==> src/sao_params.svh <==
/*
 Register offsets, field positions and reset values of the servo alarm
 code output block. Assumes inclusion by bare name from design files.
*/
`ifndef SAO_PARAMS_SVH
`define SAO_PARAMS_SVH

// ----------------------------------------------------------------------
// Register byte offsets
// ----------------------------------------------------------------------
`define SAO_OFF_CTRL    8'h00
`define SAO_OFF_SPDLIM  8'h04
`define SAO_OFF_ALMSTAT 8'h08
`define SAO_OFF_IRQSTAT 8'h0c
`define SAO_OFF_IRQCLR  8'h10
`define SAO_OFF_IRQEN   8'h14
`define SAO_OFF_ALMCLR  8'h18

// ----------------------------------------------------------------------
// Field positions, reset values, warning id range and response codes
// ----------------------------------------------------------------------
`define SAO_CTRL_CODEEN  0
`define SAO_CTRL_TORQUE  1
`define SAO_ALMCLR_SET   0
`define SAO_IRQ_ALARM    0
`define SAO_IRQ_CLEARED  1
`define SAO_IRQ_WARN     2
`define SAO_CTRL_RST     2'h0
`define SAO_SPDLIM_RST   16'h0000
`define SAO_IRQEN_RST    3'h0
`define SAO_WARN_LO      8'he0
`define SAO_WARN_HI      8'he9
`define SAO_RESP_OKAY    2'h0
`define SAO_RESP_SLVERR  2'h2

`endif

==> src/sao_pkg.sv <==
/*
 Types shared by the servo alarm code output block.
 Assumes nothing beyond a SystemVerilog compiler.
*/
package sao_pkg;

   // Code on pins 10/11/12 and the clearing methods an alarm accepts
   typedef struct packed {
      logic [2:0] code;
      logic       clrByReset;
      logic       clrBySet;
   } sao_alm_info_t;

   typedef struct packed {
      logic zeroSpeed;
      logic speedReached;
   } sao_status_t;

   typedef struct packed {
      logic fwdStart;
      logic revStart;
      logic torqueCmdZero;
   } sao_torque_in_t;

   typedef enum logic [0:0] {
      SAO_IDLE    = 1'b0,
      SAO_LATCHED = 1'b1
   } sao_alm_state_t;

endpackage

==> src/sao_alarm_top.sv <==
/*
 Alarm signalling of a servo amplifier interface with an AXI4-Lite
 register slave. Assumes synchronous inputs on mclk and a single
 outstanding write and read on the bus.
*/
`timescale 1ns/10ps
`include "sao_params.svh"

module sao_alarm_top (
   // Clock and reset
   input  wire logic                   mclk,
   input  wire logic                   rst_b,
   // AXI4-Lite slave
   input  wire logic [7:0]             s_axi_awaddr,
   input  wire logic                   s_axi_awvalid,
   output logic                        s_axi_awready,
   input  wire logic [31:0]            s_axi_wdata,
   input  wire logic [3:0]             s_axi_wstrb,
   input  wire logic                   s_axi_wvalid,
   output logic                        s_axi_wready,
   output logic [1:0]                  s_axi_bresp,
   output logic                        s_axi_bvalid,
   input  wire logic                   s_axi_bready,
   input  wire logic [7:0]             s_axi_araddr,
   input  wire logic                   s_axi_arvalid,
   output logic                        s_axi_arready,
   output logic [31:0]                 s_axi_rdata,
   output logic [1:0]                  s_axi_rresp,
   output logic                        s_axi_rvalid,
   input  wire logic                   s_axi_rready,
   // Fault detection
   input  wire logic                   faultRaise,
   input  wire logic [7:0]             faultId,
   input  wire logic                   faultPresent,
   input  wire logic                   alarmResetIn,
   // Machine status and commands
   input  wire logic                   servoEnableIn,
   input  wire sao_pkg::sao_status_t   statusIn,
   input  wire sao_pkg::sao_torque_in_t torqueIn,
   // Outputs
   output logic                        faultOut,
   output logic [2:0]                  codePins,
   output logic                        servoLock,
   output logic                        motorRunEn,
   output logic                        irq
);
   import sao_pkg::*;

   // -------------------------------------------------------------------
   // Alarm table: code {pin10,pin11,pin12} and clearing methods
   // -------------------------------------------------------------------
   // Power cycling clears every alarm, so it needs no flag here.
   function automatic sao_alm_info_t almLookup(input logic [7:0] id);
      sao_alm_info_t r;
      r = '{code: 3'h0, clrByReset: 1'b0, clrBySet: 1'b0};
      unique case (id)
         8'h10: r = '{3'h2, 1'b1, 1'b1};
         8'h16, 8'h1a: r.code = 3'h5;
         8'h20: r.code = 3'h6;
         8'h24: r.code = 3'h1;
         8'h30, 8'h33: r = '{3'h2, id == 8'h30, id == 8'h30};
         8'h31: r = '{3'h3, 1'b1, 1'b1};
         8'h32: r = '{3'h1, 1'b1, 1'b1};
         8'h45, 8'h46, 8'h50, 8'h51: r = '{3'h6, 1'b1, 1'b1};
         8'h8a, 8'h8e: r = '{3'h0, 1'b1, 1'b1};
         default: r.code = 3'h0;
      endcase
      return r;
   endfunction
   logic           isWarn;
   sao_alm_info_t  newInfo;
   assign isWarn  = (faultId >= `SAO_WARN_LO) && (faultId <= `SAO_WARN_HI);
   assign newInfo = almLookup(faultId);
   // -------------------------------------------------------------------
   // Registers
   // -------------------------------------------------------------------
   logic [1:0]     ctrl_q;
   logic [15:0]    spdLim_q;
   logic [2:0]     irqStat_q, irqEn_q, irqClrW;
   sao_alm_state_t almState_q;
   logic [7:0]     almId_q;
   sao_alm_info_t  almInfo_q;
   logic           warnSeen_q, resetPrev_q;
   logic           setReq, clearOk, latchEv, codeEn, torqueMode;
   assign codeEn     = ctrl_q[`SAO_CTRL_CODEEN];
   assign torqueMode = ctrl_q[`SAO_CTRL_TORQUE];
   // -------------------------------------------------------------------
   // AXI4-Lite write path
   // -------------------------------------------------------------------
   logic [7:0]  awAddr_q;
   logic [31:0] wData_q;
   logic [3:0]  wStrb_q;
   logic        awHave_q, wHave_q, doWrite, wrMapped;
   assign doWrite = awHave_q && wHave_q && !s_axi_bvalid;
   assign wrMapped = (awAddr_q == `SAO_OFF_CTRL) ||
                     (awAddr_q == `SAO_OFF_SPDLIM) ||
                     (awAddr_q == `SAO_OFF_IRQCLR) ||
                     (awAddr_q == `SAO_OFF_IRQEN) ||
                     (awAddr_q == `SAO_OFF_ALMCLR);

   always_ff @(posedge mclk or negedge rst_b) begin
      if (!rst_b) begin
         awHave_q <= 1'b0;
         wHave_q  <= 1'b0;
         awAddr_q <= 8'h00;
         wData_q  <= 32'h0000_0000;
         wStrb_q  <= 4'h0;
         s_axi_awready <= 1'b0;
         s_axi_wready  <= 1'b0;
         s_axi_bvalid  <= 1'b0;
         s_axi_bresp   <= `SAO_RESP_OKAY;
      end else begin
         s_axi_awready <= !awHave_q && !(s_axi_awvalid && s_axi_awready);
         s_axi_wready  <= !wHave_q && !(s_axi_wvalid && s_axi_wready);
         if (s_axi_awvalid && s_axi_awready) begin
            awHave_q <= 1'b1;
            awAddr_q <= {s_axi_awaddr[7:2], 2'b00};
         end
         if (s_axi_wvalid && s_axi_wready) begin
            wHave_q <= 1'b1;
            wData_q <= s_axi_wdata;
            wStrb_q <= s_axi_wstrb;
         end
         if (doWrite) begin
            awHave_q     <= 1'b0;
            wHave_q      <= 1'b0;
            s_axi_bvalid <= 1'b1;
            s_axi_bresp  <= wrMapped ? `SAO_RESP_OKAY : `SAO_RESP_SLVERR;
         end else if (s_axi_bvalid && s_axi_bready) begin
            s_axi_bvalid <= 1'b0;
         end
      end
   end
   assign setReq = doWrite && (awAddr_q == `SAO_OFF_ALMCLR) &&
                   wStrb_q[0] && wData_q[`SAO_ALMCLR_SET];
   assign irqClrW = (doWrite && awAddr_q == `SAO_OFF_IRQCLR && wStrb_q[0])
                    ? wData_q[2:0] : 3'h0;
   always_ff @(posedge mclk or negedge rst_b) begin
      if (!rst_b) begin
         ctrl_q   <= `SAO_CTRL_RST;
         spdLim_q <= `SAO_SPDLIM_RST;
         irqEn_q  <= `SAO_IRQEN_RST;
      end else if (doWrite) begin
         if (awAddr_q == `SAO_OFF_CTRL && wStrb_q[0])
            ctrl_q <= wData_q[1:0];
         if (awAddr_q == `SAO_OFF_SPDLIM) begin
            if (wStrb_q[0]) spdLim_q[7:0]  <= wData_q[7:0];
            if (wStrb_q[1]) spdLim_q[15:8] <= wData_q[15:8];
         end
         if (awAddr_q == `SAO_OFF_IRQEN && wStrb_q[0])
            irqEn_q <= wData_q[2:0];
      end
   end

   // -------------------------------------------------------------------
   // AXI4-Lite read path
   // -------------------------------------------------------------------
   logic [31:0] rdMux;
   logic        rdMapped;
   always_comb begin
      rdMux    = 32'h0000_0000;
      rdMapped = 1'b1;
      unique case ({s_axi_araddr[7:2], 2'b00})
         `SAO_OFF_CTRL:    rdMux = {30'h0, ctrl_q};
         `SAO_OFF_SPDLIM:  rdMux = {16'h0, spdLim_q};
         `SAO_OFF_ALMSTAT: rdMux = {13'h0, almInfo_q.code, almId_q,
                                    6'h0, warnSeen_q, almState_q};
         `SAO_OFF_IRQSTAT: rdMux = {29'h0, irqStat_q};
         `SAO_OFF_IRQEN:   rdMux = {29'h0, irqEn_q};
         `SAO_OFF_IRQCLR, `SAO_OFF_ALMCLR: rdMux = 32'h0000_0000;
         default:          rdMapped = 1'b0;
      endcase
   end
   always_ff @(posedge mclk or negedge rst_b) begin
      if (!rst_b) begin
         s_axi_arready <= 1'b0;
         s_axi_rvalid  <= 1'b0;
         s_axi_rdata   <= 32'h0000_0000;
         s_axi_rresp   <= `SAO_RESP_OKAY;
      end else begin
         s_axi_arready <= !s_axi_rvalid &&
                          !(s_axi_arvalid && s_axi_arready);
         if (s_axi_arvalid && s_axi_arready) begin
            s_axi_rvalid <= 1'b1;
            s_axi_rdata  <= rdMux;
            s_axi_rresp  <= rdMapped ? `SAO_RESP_OKAY : `SAO_RESP_SLVERR;
         end else if (s_axi_rvalid && s_axi_rready) begin
            s_axi_rvalid <= 1'b0;
         end
      end
   end

   // -------------------------------------------------------------------
   // Alarm latch and clearing
   // -------------------------------------------------------------------
   // Clear is refused while the cause is still present; a new alarm in
   // the clearing cycle wins so that no alarm is lost.
   assign clearOk = (almState_q == SAO_LATCHED) && !faultPresent &&
                    ((setReq && almInfo_q.clrBySet) ||
                     (alarmResetIn && !resetPrev_q &&
                      almInfo_q.clrByReset));
   assign latchEv = faultRaise && !isWarn &&
                    ((almState_q == SAO_IDLE) || clearOk);
   always_ff @(posedge mclk or negedge rst_b) begin
      if (!rst_b) begin
         almState_q  <= SAO_IDLE;
         almId_q     <= 8'h00;
         almInfo_q   <= '{3'h0, 1'b0, 1'b0};
         faultOut    <= 1'b1;
         resetPrev_q <= 1'b0;
         warnSeen_q  <= 1'b0;
      end else begin
         resetPrev_q <= alarmResetIn;
         warnSeen_q  <= faultRaise && isWarn ? 1'b1 :
                        (faultPresent ? warnSeen_q : 1'b0);
         unique case (almState_q)
            SAO_IDLE: begin
               if (latchEv) begin
                  almState_q <= SAO_LATCHED;
                  almId_q    <= faultId;
                  almInfo_q  <= almLookup(faultId);
                  faultOut   <= 1'b0;
               end
            end
            SAO_LATCHED: begin
               if (latchEv) begin
                  almId_q   <= faultId;
                  almInfo_q <= almLookup(faultId);
               end else if (clearOk) begin
                  almState_q <= SAO_IDLE;
                  faultOut   <= 1'b1;
               end
            end
         endcase
      end
   end

   // -------------------------------------------------------------------
   // Output pins, servo lock and torque-mode start
   // -------------------------------------------------------------------
   logic readyInt;
   assign readyInt = servoEnableIn && (almState_q == SAO_IDLE) && !latchEv;
   always_ff @(posedge mclk or negedge rst_b) begin
      if (!rst_b) begin
         codePins   <= 3'h0;
         servoLock  <= 1'b0;
         motorRunEn <= 1'b0;
      end else begin
         if (codeEn && (latchEv || (almState_q == SAO_LATCHED && !clearOk)))
            codePins <= latchEv ? newInfo.code : almInfo_q.code;
         else
            codePins <= {statusIn.speedReached, readyInt,
                         statusIn.zeroSpeed};
         servoLock  <= readyInt;
         motorRunEn <= readyInt && (!torqueMode ||
                       (!torqueIn.torqueCmdZero &&
                        (torqueIn.fwdStart || torqueIn.revStart) &&
                        spdLim_q != 16'h0000));
      end
   end

   // -------------------------------------------------------------------
   // Interrupts
   // -------------------------------------------------------------------
   logic [2:0] irqSet;
   assign irqSet = {faultRaise && isWarn, clearOk && !latchEv, latchEv};
   always_ff @(posedge mclk or negedge rst_b) begin
      if (!rst_b) begin
         irqStat_q <= 3'h0;
         irq       <= 1'b0;
      end else begin
         irqStat_q <= (irqStat_q & ~irqClrW) | irqSet;
         irq       <= |(((irqStat_q & ~irqClrW) | irqSet) & irqEn_q);
      end
   end
endmodule // sao_alarm_top

==> config.mk <==
export PLATFORM = sky130hd
export DESIGN_NAME = sao_alarm_top
export DESIGN_NICKNAME = d
export VERILOG_FILES = /design/src/sao_pkg.sv /design/src/sao_alarm_top.sv
export VERILOG_INCLUDE_DIRS = /design/src
export SDC_FILE = /design/constraint.sdc
export NUM_CORES = 1
export LEC_CHECK = 0
export ABC_AREA = 1
export BUFFER_PORTS_ARGS = -buffer_cell sky130_fd_sc_hd__clkbuf_2
export CAP_MARGIN = 15
export CORE_ASPECT_RATIO = 1.75
export CORE_UTILIZATION = 55
export CTS_BUF_LIST = sky130_fd_sc_hd__clkbuf_8
export DETAILED_ROUTE_END_ITERATION = 12
export PLACE_DENSITY = 0.84
export REMOVE_ABC_BUFFERS = 1
export SLEW_MARGIN = 20
export SYNTH_ARGS = -nofsm -noshare
export SYNTH_HDL_FRONTEND = slang
export SYNTH_SLANG_ARGS = --single-unit
==> constraint.sdc <==
create_clock -name mclk -period 2.34 [get_ports mclk]
set_input_delay 0.585 -clock mclk [delete_from_list [all_inputs] [get_ports mclk]]
set_output_delay 0.585 -clock mclk [all_outputs]
set_load 0.02 [all_outputs]
==> metrics.txt <==
First DRT Iteration DRCs=220; vias in the first global route=approximately 3600; Gate Count Post-Synth=502; row count=42; initial antenna violation count=0; Clk pwr share=24.8%; Routed WL per cell=approximately 14 um; fill cell count=~650; nets@finish=666; min Tclk post-route=1.67 ns; Worst VDD drop=between 0.6 and 0.7 mV; post-CTS resize count=0; Max Transition Viols Final=0; clk_skew=around 0.013 ns; P_leak=around 2.7 nW; top cells by count, synth=nand2_1, dfrtp_1, o21ai_0, inv_1, nand3_1; number of max-cap violations=0; Synth cell types=31; RSZ-0062 raised after global routing=false; gr ovfl total=0; share of layout cells above drive strength 1=22.0%; Post-Synthesis Cell Area=roughly 4300 um2; CP endpoint kind=flip-flop; TritonCTS clock tree=built; DRC=0; final setup violating endpoints=0; CTS buffer count=9; Yosys top cell by area=dfrtp_1; critical path's largest stage delay=0.39 ns; Sequential Power Share=between 40% and 50%; number of synthesized flops with an enable pin=0; WP buf/inv=0; synthesis-to-layout area growth=16.5%; Slew HR=around 64%; Crit path max-delay family=simple AND/OR/NAND/NOR gates; Sequential cell area=2450 um2; Vias/cell=between 5 and 6; Crit path top cell by count=nand2_1; CTS max path bufs=2; Post-Route WL=around 9400 um; Worst Hold Class=in2async; Synth Warn #=0; top-area cell type share of the netlist area=between 50% and 60%; Top FF cell, synth=dfrtp_1; largest net degree at the start of global routing=47; Core ar.=around 7600 um2; Logic pwr share=a little over a quarter; Initial DRT Pass Iterations=4; Critical Path RT=roughly 2.6 ns; Total Neg Setup Slack=0 ns; die width=69.2 um; sequential share of the synthesized area=between 50% and 60%; Crit-path slowest cell=dfrtp_1; switching power share of the total=between 30% and 40%; Port Buffers=86; FFs w/ async S/R, synth=100%; Synth Register Bits=between 90 and 100; placed wire-length estimate=7000 um; global-route wire length before repair=between 15000 and 20000 um; period utilisation layout=slightly above 70%; Crit Path Class=reg2reg; final worst slack=~0.67 ns; Die H=120 um; maximum clock frequency=about 600 MHz; Hold Slack=between 0.15 and 0.2 ns; CTS Root Cell=clkbuf_8; CP Launch Type=flip-flop; Mean Syn Cell Area=between 8 and 9 um2; # diodes=0; switching power=about 1.8 mW; Final ANT Viol Nets=0; clk_lat worst skew=0.37 ns; H-tree depth=3; die area=about 8300 um2; pre-CTS WS=0.431 ns; clock-pin slew on the worst setup and hold paths=0.09 ns; Hold Fails Final Rpt=0; Multi-input gate area=about 1600 um2; synth top area cells=dfrtp_1, nand2_1, o21ai_0, nand3_1, inv_1; Initial Utilization=57.1%; Vias=3631; overall global routing resource usage=around 25%; hold_buf cts=0; Worst-Margin Slew=roughly 0.53 ns; Core Util, Final=between 60% and 70%; arrival time of the worst setup path=1.94 ns; status=finished clean; Max FO, Critical Path=22; internal power=~3.4 mW; Pwr Density=around 1000 nW/um2; Clock Sinks=a little under 100; io pins=roughly 120; setup bufs post-CTS=0; gpl congestion=0.890; crit-path cells=nor2_2, nand2_2, nor2_2, nand2_1, nand2_2, nand2_2, nand2_4, nand2_4, nand2_1, nand2_1, nand2_1, nand2_1; most numerous cell in the Yosys netlist=nand2_1
[path summary, 6_finish.rpt]
| kind | start | end | slack (ns) | cells after the start |
|---|---|---|---|---|
| worst max-delay path | awAddr_q[7] | codePins[2] | 0.67 | 12 |
| worst min-delay path | rst_b | s_axi_rdata[15] | 0.18 | 1 |
| worst max register to register | awAddr_q[7] | codePins[2] | 0.67 | 12 |
| worst min register to register | s_axi_rvalid | s_axi_arready | 0.45 | 1 |
| max in group asynchronous | rst_b | spdLim_q[9] | 1.52 | 2 |
| min in group mclk | alarmResetIn | resetPrev_q | 0.33 | 1 |
[cell families (layout without fill, tap and decap cells)]
| family | Yosys count | in the layout | share of synthesized area (%) |
|---|---|---|---|
| buffers and inverters | 80 | 159 | 8.49 |
| other | 1 | 15 | 0.0862 |
| AND/OR/NAND/NOR | 243 | 243 | 25.2 |
| AO/OA/AOI/OAI | 80 | 80 | 9.76 |
| flip-flops | 98 | 98 | 56.4 |
[through the flow]
stage / power (mW) / cells / cell area (um2)
3_5_place_dp: 3.92 / 667 / 4820
3_3_place_gp: 3.84 / 667 / 4820
5_1_grt: 5.54 / 683 / 5070
2_1_floorplan: 3.42 / 488 / 4230
6_report: 5.18 / 683 / 5070
4_1_cts: 5.21 / 683 / 5070
[power groups by stage]
stage               Combinational, mW  Clock, mW  Sequential, mW
finish                           1.37       1.28            2.52
global route                     1.58       1.37            2.59
CTS                              1.39       1.30            2.52
detailed placement               1.37          0            2.56
global placement                 1.31          0            2.53
floorplan                       0.832          0            2.59
[layout make-up]
cell class              count  area share, %
clock inverters             3           1.36
inverters                  52           3.85
well taps                  88           2.17
repair buffers             91           9.53
flip-flops and latches     98           48.4
clock buffers              13           3.53
multi-input cells         338           31.1
[placed cells by master (no fill, tap or decap), types with 3 or more instances in the layout]
cell / synthesis / layout
nand2_1: 136 / 136
dfrtp_1: 97 / 97
clkbuf_2: 0 / 85
o21ai_0: 53 / 53
inv_1: 46 / 46
nand3_1: 43 / 43
nor2_1: 26 / 26
conb_1: 1 / 15
nand4_1: 13 / 13
clkbuf_8: 0 / 13
a21oi_1: 8 / 8
o21ai_1: 8 / 8
nand2_2: 6 / 6
nor2_2: 5 / 5
buf_4: 15 / 5
inv_2: 4 / 4
nand2_4: 4 / 4
nor4_1: 4 / 4
a22oi_1: 4 / 4
nor3_2: 3 / 3
[layer usage]
| layer | GRT usage [%] | part of all wire, % | vias to the layer above |
|---|---|---|---|
| met3 | 4.79 | 4.6 | 26 |
| met1 | 28.8 | 39 | 1689 |
| met2 | 42.3 | 53 | 126 |
| met4 | 12.6 | 3.6 | 0 |
| met5 | 0 | 0 | - |
| li1 | - | - | 1790 |
[registers in the layout, summed over array words and instances, names as in the netlist, 2 cells and up]
register     flops
ctrl_q           2
codePins         3
irqStat_q        3
almId_q          8
wData_q         16
wStrb_q          2
irqEn_q          3
s_axi_rdata     19
almInfo_q        4
awAddr_q         6
spdLim_q        16
Note: power is estimated with default switching activity, not from simulation.
